**config.mk**
```make
export PLATFORM = sky130hd
export DESIGN_NAME = mrrs_top
export DESIGN_NICKNAME = d
export VERILOG_FILES = /design/src/rtl/mrrs_pkg.sv /design/src/rtl/mrrs_top.sv
export SDC_FILE = /design/constraint.sdc
export NUM_CORES = 1
export LEC_CHECK = 0
export ABC_AREA = 1
export ABC_CLOCK_PERIOD_IN_PS = 2600
export BUFFER_PORTS_ARGS = -buffer_cell sky130_fd_sc_hd__buf_4
export CORE_ASPECT_RATIO = 1.1
export CORE_MARGIN = 2
export CORE_UTILIZATION = 47
export CTS_CLUSTER_SIZE = 14
export DETAILED_ROUTE_END_ITERATION = 6
export PLACE_DENSITY = 0.66
export SYNTH_ARGS = -nofsm -noshare
export SYNTH_HDL_FRONTEND = slang
export SYNTH_SLANG_ARGS = --single-unit
```
**constraint.sdc**
```tcl
create_clock -name aclk -period 2.6 [get_ports aclk]
set_clock_uncertainty 0.2 [all_clocks]
set_input_delay 0.78 -clock aclk [delete_from_list [all_inputs] [get_ports aclk]]
set_output_delay 0.78 -clock aclk [all_outputs]
set_load 0.02 [all_outputs]
```
**src/rtl/mrrs_pkg.sv**
```systemverilog
// Package: constants and carriers for the multi-rail reset supervisor
package mrrs_pkg;
  localparam int unsigned CLK_HZ         = 20000000;
  localparam int unsigned HOLD_MS        = 140;
  localparam int unsigned HOLD_CYC       = (CLK_HZ / 1000) * HOLD_MS;
  localparam int unsigned WDOG_MS        = 1600;
  localparam int unsigned WDOG_CYC       = (CLK_HZ / 1000) * WDOG_MS;
  localparam int unsigned MDLY_US        = 100;
  localparam int unsigned MDLY_CYC       = (CLK_HZ / 1000000) * MDLY_US;
  localparam int unsigned DEB_US         = 1000;
  localparam int unsigned DEB_CYC        = (CLK_HZ / 1000000) * DEB_US;
  // Adjustable-input thresholds in millivolts, per band
  localparam logic [9:0]  ADJ_TH_MV_NARROW = 10'h18a; // 394
  localparam logic [9:0]  ADJ_TH_MV_WIDE   = 10'h175; // 373
  localparam logic [11:0] ADDR_CTRL   = 12'h000;
  localparam logic [11:0] ADDR_STATUS = 12'h004;
  localparam logic [11:0] ADDR_IRQ    = 12'h008;
  localparam logic [11:0] ADDR_MASK   = 12'h00c;
  localparam logic [11:0] ADDR_HOLD   = 12'h010;
  localparam int unsigned IRQ_RESET   = 0;
  localparam int unsigned IRQ_WDOG    = 1;
  localparam int unsigned IRQ_RAIL    = 2;
  localparam int unsigned IRQ_W       = 3;
  localparam logic [1:0]  RESP_OKAY   = 2'h0;
  localparam logic [1:0]  RESP_SLVERR = 2'h2;

  typedef enum logic [2:0] {
    ST_HOLD = 3'h1,
    ST_TIME = 3'h2,
    ST_RUN  = 3'h4
  } mrrs_state_e;

  typedef struct packed {
    logic lockout;
    logic manual;
    logic margin_n;
    logic band;
    logic ext_timeout;
    logic wd_present;
    logic wd_kick;
  } mrrs_pins_s;
endpackage

```
**src/rtl/mrrs_top.sv**
```systemverilog
// Supervisor core: rail status, reset sequencing, watchdog, register slave
// How it works
// Band select picks 5% or 10% thresholds
// Adjustable threshold 394mV narrow, 373mV wide
// Each status low while its rail low
// Reset asserts on any low rail, manual
// Reset held full timeout after causes clear
// Fixed timeout at least 140ms when tied
// External timing element sets timeout instead
// Manual reset holds reset, then 140ms
// Open manual input reads as inactive high
// Bouncing manual switch filtered internally
// Margin low forces outputs high, frozen
// Watchdog runs in margin, reset after delay
// Open margin input reads as inactive
// Supply lockout asserts reset, statuses low
// Power-up holds outputs until lockout clears
// Unused rails held above threshold externally
// Watchdog silence past 1.6s asserts reset
// Absent watchdog input disables watchdog
// Reappearing cause restarts full timeout
module mrrs_top #(
  parameter int unsigned NUM_RAILS = 8,
  parameter int unsigned HOLD_CYC  = mrrs_pkg::HOLD_CYC,
  parameter int unsigned WDOG_CYC  = mrrs_pkg::WDOG_CYC,
  parameter int unsigned MDLY_CYC  = mrrs_pkg::MDLY_CYC,
  parameter int unsigned DEB_CYC   = mrrs_pkg::DEB_CYC
) (
  input  wire logic                 aclk,
  input  wire logic                 aresetn,
  input  wire logic [NUM_RAILS-1:0] rail_under,
  input  wire logic                 supply_lockout,
  input  wire logic                 manual_reset_n,
  input  wire logic                 margin_n,
  input  wire logic                 threshold_band_select,
  input  wire logic                 timeout_set_pin,
  input  wire logic                 ext_timeout_done,
  input  wire logic                 watchdog_present,
  input  wire logic                 watchdog_kick_input,
  output logic      [NUM_RAILS-1:0] rail_ok,
  output logic                      sys_reset_n,
  output logic                      threshold_band_wide,
  output logic      [9:0]           adj_threshold_mv,
  output logic                      irq,
  input  wire logic [11:0]          s_axi_awaddr,
  input  wire logic                 s_axi_awvalid,
  output logic                      s_axi_awready,
  input  wire logic [31:0]          s_axi_wdata,
  input  wire logic [3:0]           s_axi_wstrb,
  input  wire logic                 s_axi_wvalid,
  output logic                      s_axi_wready,
  output logic      [1:0]           s_axi_bresp,
  output logic                      s_axi_bvalid,
  input  wire logic                 s_axi_bready,
  input  wire logic [11:0]          s_axi_araddr,
  input  wire logic                 s_axi_arvalid,
  output logic                      s_axi_arready,
  output logic      [31:0]          s_axi_rdata,
  output logic      [1:0]           s_axi_rresp,
  output logic                      s_axi_rvalid,
  input  wire logic                 s_axi_rready
);
  localparam int unsigned IW = mrrs_pkg::IRQ_W;

  // Two-flop synchronisers for all pins except the external timing element done flag
  localparam int unsigned SW = NUM_RAILS + 7;
  logic [SW-1:0] meta_q;
  logic [SW-1:0] sync_q;
  wire  [SW-1:0] pin_raw = {rail_under, supply_lockout, manual_reset_n,
                            margin_n, threshold_band_select,
                            timeout_set_pin, watchdog_present,
                            watchdog_kick_input};
  // Open pins read inactive; lockout starts set so outputs stay low
  localparam mrrs_pkg::mrrs_pins_s PINS_RST = '{lockout: 1'b1, manual: 1'b1,
    margin_n: 1'b1, default: 1'b0};
  always_ff @(posedge aclk) begin
    if (!aresetn) begin
      meta_q <= {{NUM_RAILS{1'b0}}, PINS_RST};
      sync_q <= {{NUM_RAILS{1'b0}}, PINS_RST};
    end else begin
      meta_q <= pin_raw;
      sync_q <= meta_q;
    end
  end
  mrrs_pkg::mrrs_pins_s pins;
  wire [NUM_RAILS-1:0] under_s = sync_q[SW-1:7];
  assign pins = mrrs_pkg::mrrs_pins_s'(sync_q[6:0]);

  // Pull-ups: open manual and margin pins sit inactive high
  wire manual_n_s = pins.manual;
  wire margin_on  = !pins.margin_n;
  assign threshold_band_wide = pins.band;
  assign adj_threshold_mv = pins.band ? mrrs_pkg::ADJ_TH_MV_WIDE
                                      : mrrs_pkg::ADJ_TH_MV_NARROW;

  // Manual debounce: input must sit stable before it counts
  logic        man_q, man_prev_q, ext_q, ext_m_q;
  logic [31:0] deb_q;
  wire deb_done = (deb_q >= DEB_CYC - 1);
  always_ff @(posedge aclk) begin
    if (!aresetn) begin
      man_q      <= 1'b1;
      man_prev_q <= 1'b1;
      deb_q      <= '0;
    end else begin
      man_prev_q <= manual_n_s;
      if (manual_n_s != man_prev_q) deb_q <= '0;
      else if (!deb_done) deb_q <= deb_q + 32'h1;
      else man_q <= man_prev_q;
    end
  end
  // External timing element done flag also crosses from a pin
  always_ff @(posedge aclk) begin
    if (!aresetn) begin
      ext_m_q <= 1'b0;
      ext_q   <= 1'b0;
    end else begin
      ext_m_q <= ext_timeout_done;
      ext_q   <= ext_m_q;
    end
  end

  // Watchdog: count idle time, restart on each kick edge
  logic        kick_prev_q, wd_fire_q, wd_pend_q, margin_prev_q;
  logic [31:0] wd_q, md_q;
  wire kick_edge = pins.wd_kick != kick_prev_q;
  wire wd_on     = pins.wd_present && !pins.lockout;
  wire wd_expire = wd_on && (wd_q >= WDOG_CYC - 1);
  wire margin_rel = margin_prev_q && !margin_on;
  wire md_done   = (md_q >= MDLY_CYC - 1);
  logic        st_hold;
  always_ff @(posedge aclk) begin
    if (!aresetn) begin
      kick_prev_q   <= 1'b0;
      wd_q          <= '0;
      wd_pend_q     <= 1'b0;
      wd_fire_q     <= 1'b0;
      margin_prev_q <= 1'b0;
      md_q          <= '0;
    end else begin
      kick_prev_q   <= pins.wd_kick;
      margin_prev_q <= margin_on;
      wd_fire_q     <= 1'b0;
      // Margin keeps the count running even while reset is held inside
      if (!wd_on || kick_edge || (st_hold && !margin_on))
        wd_q <= '0;
      else if (!wd_expire) wd_q <= wd_q + 32'h1;
      if (wd_expire && margin_on) wd_pend_q <= 1'b1;
      else if (wd_expire && !wd_pend_q) wd_fire_q <= 1'b1;
      if (margin_rel && wd_pend_q) md_q <= 32'h1;
      else if (md_q != 0 && !md_done) md_q <= md_q + 32'h1;
      else if (md_q != 0) begin
        md_q      <= '0;
        wd_pend_q <= 1'b0;
        wd_fire_q <= 1'b1;
      end
    end
  end

  // Reset sequencer
  mrrs_pkg::mrrs_state_e st_q, st_d;
  logic [31:0] hold_q;
  wire any_under = |under_s;
  wire cause = pins.lockout || any_under || !man_q || wd_fire_q;
  wire hold_end = pins.ext_timeout ? (hold_q >= HOLD_CYC - 1)
                                   : ext_q;
  assign st_hold = (st_q != mrrs_pkg::ST_RUN);
  // Count only while staying in the timing state, so any exit zeroes it
  wire hold_run = (st_q == mrrs_pkg::ST_TIME) &&
                  (st_d == mrrs_pkg::ST_TIME);
  always_comb begin
    st_d = st_q;
    unique case (st_q)
      mrrs_pkg::ST_HOLD: if (!cause) st_d = mrrs_pkg::ST_TIME;
      mrrs_pkg::ST_TIME: begin
        if (cause) st_d = mrrs_pkg::ST_HOLD;
        else if (hold_end) st_d = mrrs_pkg::ST_RUN;
      end
      mrrs_pkg::ST_RUN:  if (cause) st_d = mrrs_pkg::ST_HOLD;
      default:           st_d = mrrs_pkg::ST_HOLD;
    endcase
  end
  always_ff @(posedge aclk) begin
    if (!aresetn) begin
      st_q   <= mrrs_pkg::ST_HOLD;
      hold_q <= '0;
    end else begin
      st_q   <= st_d;
      hold_q <= hold_run ? hold_q + 32'h1 : '0;
    end
  end

  // Outputs: margin freezes them high; lockout forces low
  wire [NUM_RAILS-1:0] ok_d = pins.lockout ? '0 : ~under_s;
  always_ff @(posedge aclk) begin
    if (!aresetn) begin
      rail_ok     <= '0;
      sys_reset_n <= 1'b0;
    end else if (margin_on && !pins.lockout) begin
      rail_ok     <= '1;
      sys_reset_n <= 1'b1;
    end else begin
      rail_ok     <= ok_d;
      sys_reset_n <= (st_d == mrrs_pkg::ST_RUN);
    end
  end

  // Event flags, set wins over clear
  logic [IW-1:0] ev, irq_q, mask_q;
  logic          rst_prev_q;
  logic [NUM_RAILS-1:0] ok_prev_q;
  assign ev[mrrs_pkg::IRQ_RESET] = rst_prev_q && !sys_reset_n;
  assign ev[mrrs_pkg::IRQ_WDOG]  = wd_fire_q;
  assign ev[mrrs_pkg::IRQ_RAIL]  = |(ok_prev_q & ~rail_ok);
  assign irq = |(irq_q & mask_q);

  // AXI4-Lite slave: one write and one read at a time
  logic          aw_q, w_q;
  logic [11:0]   awa_q;
  logic [31:0]   wd_r_q;
  wire wr_go  = aw_q && w_q && !s_axi_bvalid;
  wire wr_irq = wr_go && (awa_q == mrrs_pkg::ADDR_IRQ);
  wire wr_msk = wr_go && (awa_q == mrrs_pkg::ADDR_MASK);
  wire wr_ok  = (awa_q == mrrs_pkg::ADDR_IRQ) ||
                (awa_q == mrrs_pkg::ADDR_MASK);
  assign s_axi_awready = !aw_q;
  assign s_axi_wready  = !w_q;
  assign s_axi_arready = !s_axi_rvalid;
  wire [IW-1:0] clr = wr_irq ? wd_r_q[IW-1:0] : '0;
  always_ff @(posedge aclk) begin
    if (!aresetn) begin
      aw_q <= 1'b0;
      w_q <= 1'b0;
      awa_q <= '0;
      wd_r_q <= '0;
      s_axi_bvalid <= 1'b0;
      s_axi_bresp <= mrrs_pkg::RESP_OKAY;
      irq_q <= '0;
      mask_q <= '0;
      rst_prev_q <= 1'b0;
      ok_prev_q <= '0;
    end else begin
      rst_prev_q <= sys_reset_n;
      ok_prev_q  <= rail_ok;
      irq_q <= (irq_q & ~clr) | ev; // Set wins over clear
      if (s_axi_awvalid && !aw_q) begin
        aw_q  <= 1'b1;
        awa_q <= s_axi_awaddr;
      end
      if (s_axi_wvalid && !w_q) begin
        w_q    <= 1'b1;
        wd_r_q <= s_axi_wdata;
      end
      if (wr_msk) mask_q <= wd_r_q[IW-1:0];
      if (wr_go) begin
        aw_q <= 1'b0;
        w_q  <= 1'b0;
        s_axi_bvalid <= 1'b1;
        s_axi_bresp <= wr_ok ? mrrs_pkg::RESP_OKAY : mrrs_pkg::RESP_SLVERR;
      end else if (s_axi_bvalid && s_axi_bready) s_axi_bvalid <= 1'b0;
    end
  end

  logic [31:0] rd_d;
  logic        rd_ok;
  always_comb begin
    rd_d  = '0;
    rd_ok = 1'b1;
    unique case (s_axi_araddr)
      mrrs_pkg::ADDR_CTRL:   rd_d = 32'(sync_q[6:0]);
      mrrs_pkg::ADDR_STATUS: rd_d = {10'h0, 5'(st_q), 1'(sys_reset_n),
                                     16'(rail_ok)};
      mrrs_pkg::ADDR_IRQ:    rd_d = 32'(irq_q);
      mrrs_pkg::ADDR_MASK:   rd_d = 32'(mask_q);
      mrrs_pkg::ADDR_HOLD:   rd_d = hold_q;
      default:               rd_ok = 1'b0;
    endcase
  end
  always_ff @(posedge aclk) begin
    if (!aresetn) begin
      s_axi_rvalid <= 1'b0;
      s_axi_rdata  <= '0;
      s_axi_rresp  <= mrrs_pkg::RESP_OKAY;
    end else if (s_axi_arvalid && !s_axi_rvalid) begin
      s_axi_rvalid <= 1'b1;
      s_axi_rdata  <= rd_d;
      s_axi_rresp  <= rd_ok ? mrrs_pkg::RESP_OKAY : mrrs_pkg::RESP_SLVERR;
    end else if (s_axi_rready) s_axi_rvalid <= 1'b0;
  end

  // Checks
  a_lockout_low: assert property (@(posedge aclk) disable iff (!aresetn)
    pins.lockout |=> (rail_ok == '0) && !sys_reset_n)
    else $error("lockout did not force outputs low");
  a_margin_high: assert property (@(posedge aclk) disable iff (!aresetn)
    margin_on && !pins.lockout |=> sys_reset_n && (&rail_ok))
    else $error("margin did not force outputs high");
  a_rail_track: assert property (@(posedge aclk) disable iff (!aresetn)
    !margin_on && !pins.lockout |=> rail_ok == ~$past(under_s))
    else $error("rail status mismatch");
  a_cause_reset: assert property (@(posedge aclk) disable iff (!aresetn)
    cause && !margin_on |=> !sys_reset_n)
    else $error("reset missing while cause present");
  a_hold_min: assert property (@(posedge aclk) disable iff (!aresetn)
    $rose(sys_reset_n) && !margin_on && pins.ext_timeout
    |-> $past(hold_q) >= HOLD_CYC - 1)
    else $error("reset released early");
  a_restart: assert property (@(posedge aclk) disable iff (!aresetn)
    st_q == mrrs_pkg::ST_TIME && cause |=> hold_q == 0)
    else $error("timeout not restarted");
  a_wd_off: assert property (@(posedge aclk) disable iff (!aresetn)
    !wd_on && !wd_pend_q |=> !wd_fire_q)
    else $error("watchdog fired while off");
  a_wd_margin: assert property (@(posedge aclk) disable iff (!aresetn)
    wd_expire && margin_on |=> wd_pend_q)
    else $error("margin expiry not kept pending");
  a_man_filter: assert property (@(posedge aclk) disable iff (!aresetn)
    manual_n_s != man_prev_q |=> man_q == $past(man_q))
    else $error("manual input passed while bouncing");
  a_bvalid_hold: assert property (@(posedge aclk) disable iff (!aresetn)
    s_axi_bvalid && !s_axi_bready |=> s_axi_bvalid)
    else $error("write response dropped early");
  a_rvalid_hold: assert property (@(posedge aclk) disable iff (!aresetn)
    s_axi_rvalid && !s_axi_rready |=> s_axi_rvalid)
    else $error("read response dropped early");
  a_band_sel: assert property (@(posedge aclk) disable iff (!aresetn)
    adj_threshold_mv == (threshold_band_wide ? 10'h175 : 10'h18a))
    else $error("band threshold wrong");
  c_margin: cover property (@(posedge aclk) margin_rel && wd_pend_q);
  c_release: cover property (@(posedge aclk) $rose(sys_reset_n));
  c_wdog: cover property (@(posedge aclk) wd_fire_q && !margin_on);
  c_restart: cover property (@(posedge aclk)
    st_q == mrrs_pkg::ST_TIME && cause);
  c_ext_end: cover property (@(posedge aclk)
    !pins.ext_timeout && $rose(sys_reset_n));
endmodule // mrrs_top

```
==> metrics.txt <==
result of the run=complete, no violations; Post-CTS Setup Inserts=0; CP max FO=14; Via Count=9132; kind of end point of the critical path=flop; area enclosed by the die boundary=~24000 sq um; Pwr Density=636 nW/um^2; number of warnings printed during yosys synthesis=0; number of standard cells after synthesis=1412; met2 track demand over resource in global routing=34.9%; library cell occupying the most area in the post-synthesis netlist=sky130_fd_sc_hd__dfxtp_1; Row Count=57; Max rail drop VDD=~0.55 mV; global-route usage over all layers=roughly 20%; placer congestion estimate=0.857; number of antenna cells inserted=0; synthesized area per cell=7.43 sq um; end of the worst register-to-register path=hold_q[29]; clock latency on the worst-skew pair=0.52 ns; Post-Syn Area=roughly 10000 sq um; Leak=5.10 nW; cells taking the most area after synthesis=sky130_fd_sc_hd__dfxtp_1 47%, sky130_fd_sc_hd__nand2_1 9.5%, sky130_fd_sc_hd__inv_1 7.5%; met3 capacity usage during global routing=2.81%; Peak Freq=between 0.4 and 0.5 GHz; Register-to-Register Setup Slack=approximately 0.22 ns; RSZ-0062 raised after global routing=false; pre-CTS setup slack=0.0951 ns; post-layout min period=2.38 ns; core outline area=22000 sq um; total length of routed wires=23800 um; highest-delay cell along the critical path=sky130_fd_sc_hd__dfxtp_1; CTS tree=built; final-stage net count=~1600; cell at the root of the clock tree=sky130_fd_sc_hd__clkbuf_16; series of cell instances along the critical path=ha_1 -> nand2_1 -> nor2_2 -> nand2_1 -> nand2_1 -> nand2_1 -> nand2_1 -> nand2_1 -> nand2_1 -> nand2_1 -> nand2_1 -> nand2_1 -> nand4_4 -> nor3_1; Relative slew margins=60.3%; Bufs and invs on worst path=0; Hold Crit Class=flop to flop; share of async-settable or async-resettable flops after synthesis=0%; Starting Density=47.6%; total of flip-flops plus latches after synthesis=~250; Iter 0 DRT Violations=530; most instantiated library cell after synthesis=sky130_fd_sc_hd__nand2_1; number of H-tree levels=1; number of detailed-routing iterations run before antenna repair=5; layout cell share with drive strength beyond 1=between 10% and 20%; residual DRC count=0; average wire length per cell after detail routing=around 13 um; horizontal die dimension=146 um; via/cell ratio=4.93; CTS buffer count=26; clock buffer depth=3; path type of the worst setup path=flop to flop; transition time at the pin with the least slew margin=0.590 ns; area growth from synthesis to layout=19.4%; # port buffers=107; DIE HEIGHT=161 um; final worst-path setup slack=0.220 ns; total overflow reported by the global router=0; terminating pin of the worst hold path=sync_q[8]; list of most frequent post-synthesis cells=265 x sky130_fd_sc_hd__nand2_1, 246 x sky130_fd_sc_hd__dfxtp_1, 210 x sky130_fd_sc_hd__inv_1; I/O pins=145; overall power=about 8.0 mW; crit-path most repeated cell=sky130_fd_sc_hd__nand2_1; Cells on Worst Hold Path=2; Worst R2R Path Depth=14; first-pass GRT wire length=40400 um; setup-violating endpoint count in the final report=0; final critical-path share of the clock period=roughly nine tenths; sum of negative setup slack=0 ns; M1 GR Usage=26.6%; Most used DFF post-synth=sky130_fd_sc_hd__dfxtp_1; Sink Count=246; remaining antenna violation count after routing=0; final hold violations=0; number of enable flip-flop cells after synthesis=0; critical register-to-register path startpoint=hold_q[0]; most heavily used metal layer in global routing=met2; sequential element share of the synthesized area=46.9%; clk slew on worst S/H paths=0.06 ns; dpl hpwl=17200 um; area share of the leading cell type in the synthesized netlist=between 40% and 50%; max-slew violation count=0; initial antenna violation count=0; max-cap check violation count=0; via count of the first global-routing pass=between 8000 and 9000; delay of the slowest cell on the worst path=0.33 ns; number of distinct library cells after synthesis=53; pin count of the biggest net entering global routing=44; CP delay by family, top=simple AND/OR/NAND/NOR gates; worst endpoint required time=about 2.8 ns; crit start category=flop; source of the worst hold timing path=meta_q[8]; data arrival at the endpoint of the critical path=2.62 ns
state kept, by name, summed over array words and instances (netlist names), 3 cells and up:
name,flops
irq_q,3
deb_q,32
st_q,3
rail_ok,8
hold_q,32
mask_q,3
sync_q,15
meta_q,15
s_axi_rdata,32
ok_prev_q,8
md_q,32
wd_q,32
awa_q,12
wd_r_q,3
per-layer routing:
metal / wire [um] / up-vias
li1: - / 4758
met1: 10900 / 4132
met2: 11300 / 197
met3: 1020 / 45
met4: 531 / 0
met5: 0 / -
how the worst max path moves through the flow:
| stage | depth (start not counted) | start | endpoint |
|---|---|---|---|
| 2_1_floorplan | 7 | s_axi_araddr[9] | s_axi_rdata[0] |
| 3_3_place_gp | 9 | s_axi_araddr[1] | s_axi_rdata[6] |
| 3_5_place_dp | 9 | s_axi_araddr[1] | s_axi_rdata[1] |
| 4_1_cts | 14 | hold_q[0] | hold_q[11] |
| 5_1_grt | 16 | hold_q[0] | hold_q[26] |
| 6_report | 14 | hold_q[0] | hold_q[29] |
through the flow:
stage	area (sq um)	std cells	utilization [%]	hold WS, ns
floorplan	10600	1435	-	0.190
global placement	11600	1806	52.8	0.195
detailed placement	11600	1806	52.8	0.195
CTS	12500	1851	56.8	0.209
global route	12500	1852	56.9	0.224
finish	12500	1852	56.9	0.209
what timing repair did:
item	in CTS	in global routing
setup endpoints to repair	0	8
gates resized for setup	0	1
hold buffers	0	0
layout by cell type, fill, tap and decap left out, types with 21 or more instances in the layout:
master / count
sky130_fd_sc_hd__a21oi_1: 101
sky130_fd_sc_hd__buf_4: 126
sky130_fd_sc_hd__clkbuf_16: 27
sky130_fd_sc_hd__conb_1: 25
sky130_fd_sc_hd__dfxtp_1: 246
sky130_fd_sc_hd__inv_1: 210
sky130_fd_sc_hd__nand2_1: 265
sky130_fd_sc_hd__nand3_1: 84
sky130_fd_sc_hd__nand4_1: 21
sky130_fd_sc_hd__nor2_1: 149
sky130_fd_sc_hd__nor3_1: 60
sky130_fd_sc_hd__o21ai_0: 64
power breakdown:
group,total (mW),switching [mW],internal [mW]
clock network,3.73,1.45,2.27
registers,3.90,0.0449,3.85
logic,0.347,0.209,0.139
total,7.97,1.71,6.27
cell families (layout without fill, tap and decap cells):
group	Yosys count	count (layout)	share of synthesized area [%]
AOI/OAI and AO/OA	206	206	10.6
xor gates and xnor gates	24	24	2.00
adders and majority gates	5	5	0.596
buffers and inverters	271	392	10.5
DFF	246	246	46.9
other	2	25	0.0716
and+or+nand+nor	658	659	29.3
tightest hold or removal path, delay by kind of cell, from the launching register on:
kind                   cells  cell delay, ns
buffers and inverters      1            0.04
DFF                        1            0.30
and+or+nand+nor            1            0.04
cell type report:
type	instances	area, sq um
clock buffer	34	732
clock inverter	11	140
fill	2140	9500
inverter	220	826
multi-input combinational	919	4580
sequential	246	4920
tap	295	369
timing repair buffer	127	966
Note: power is estimated with default switching activity, not from simulation.
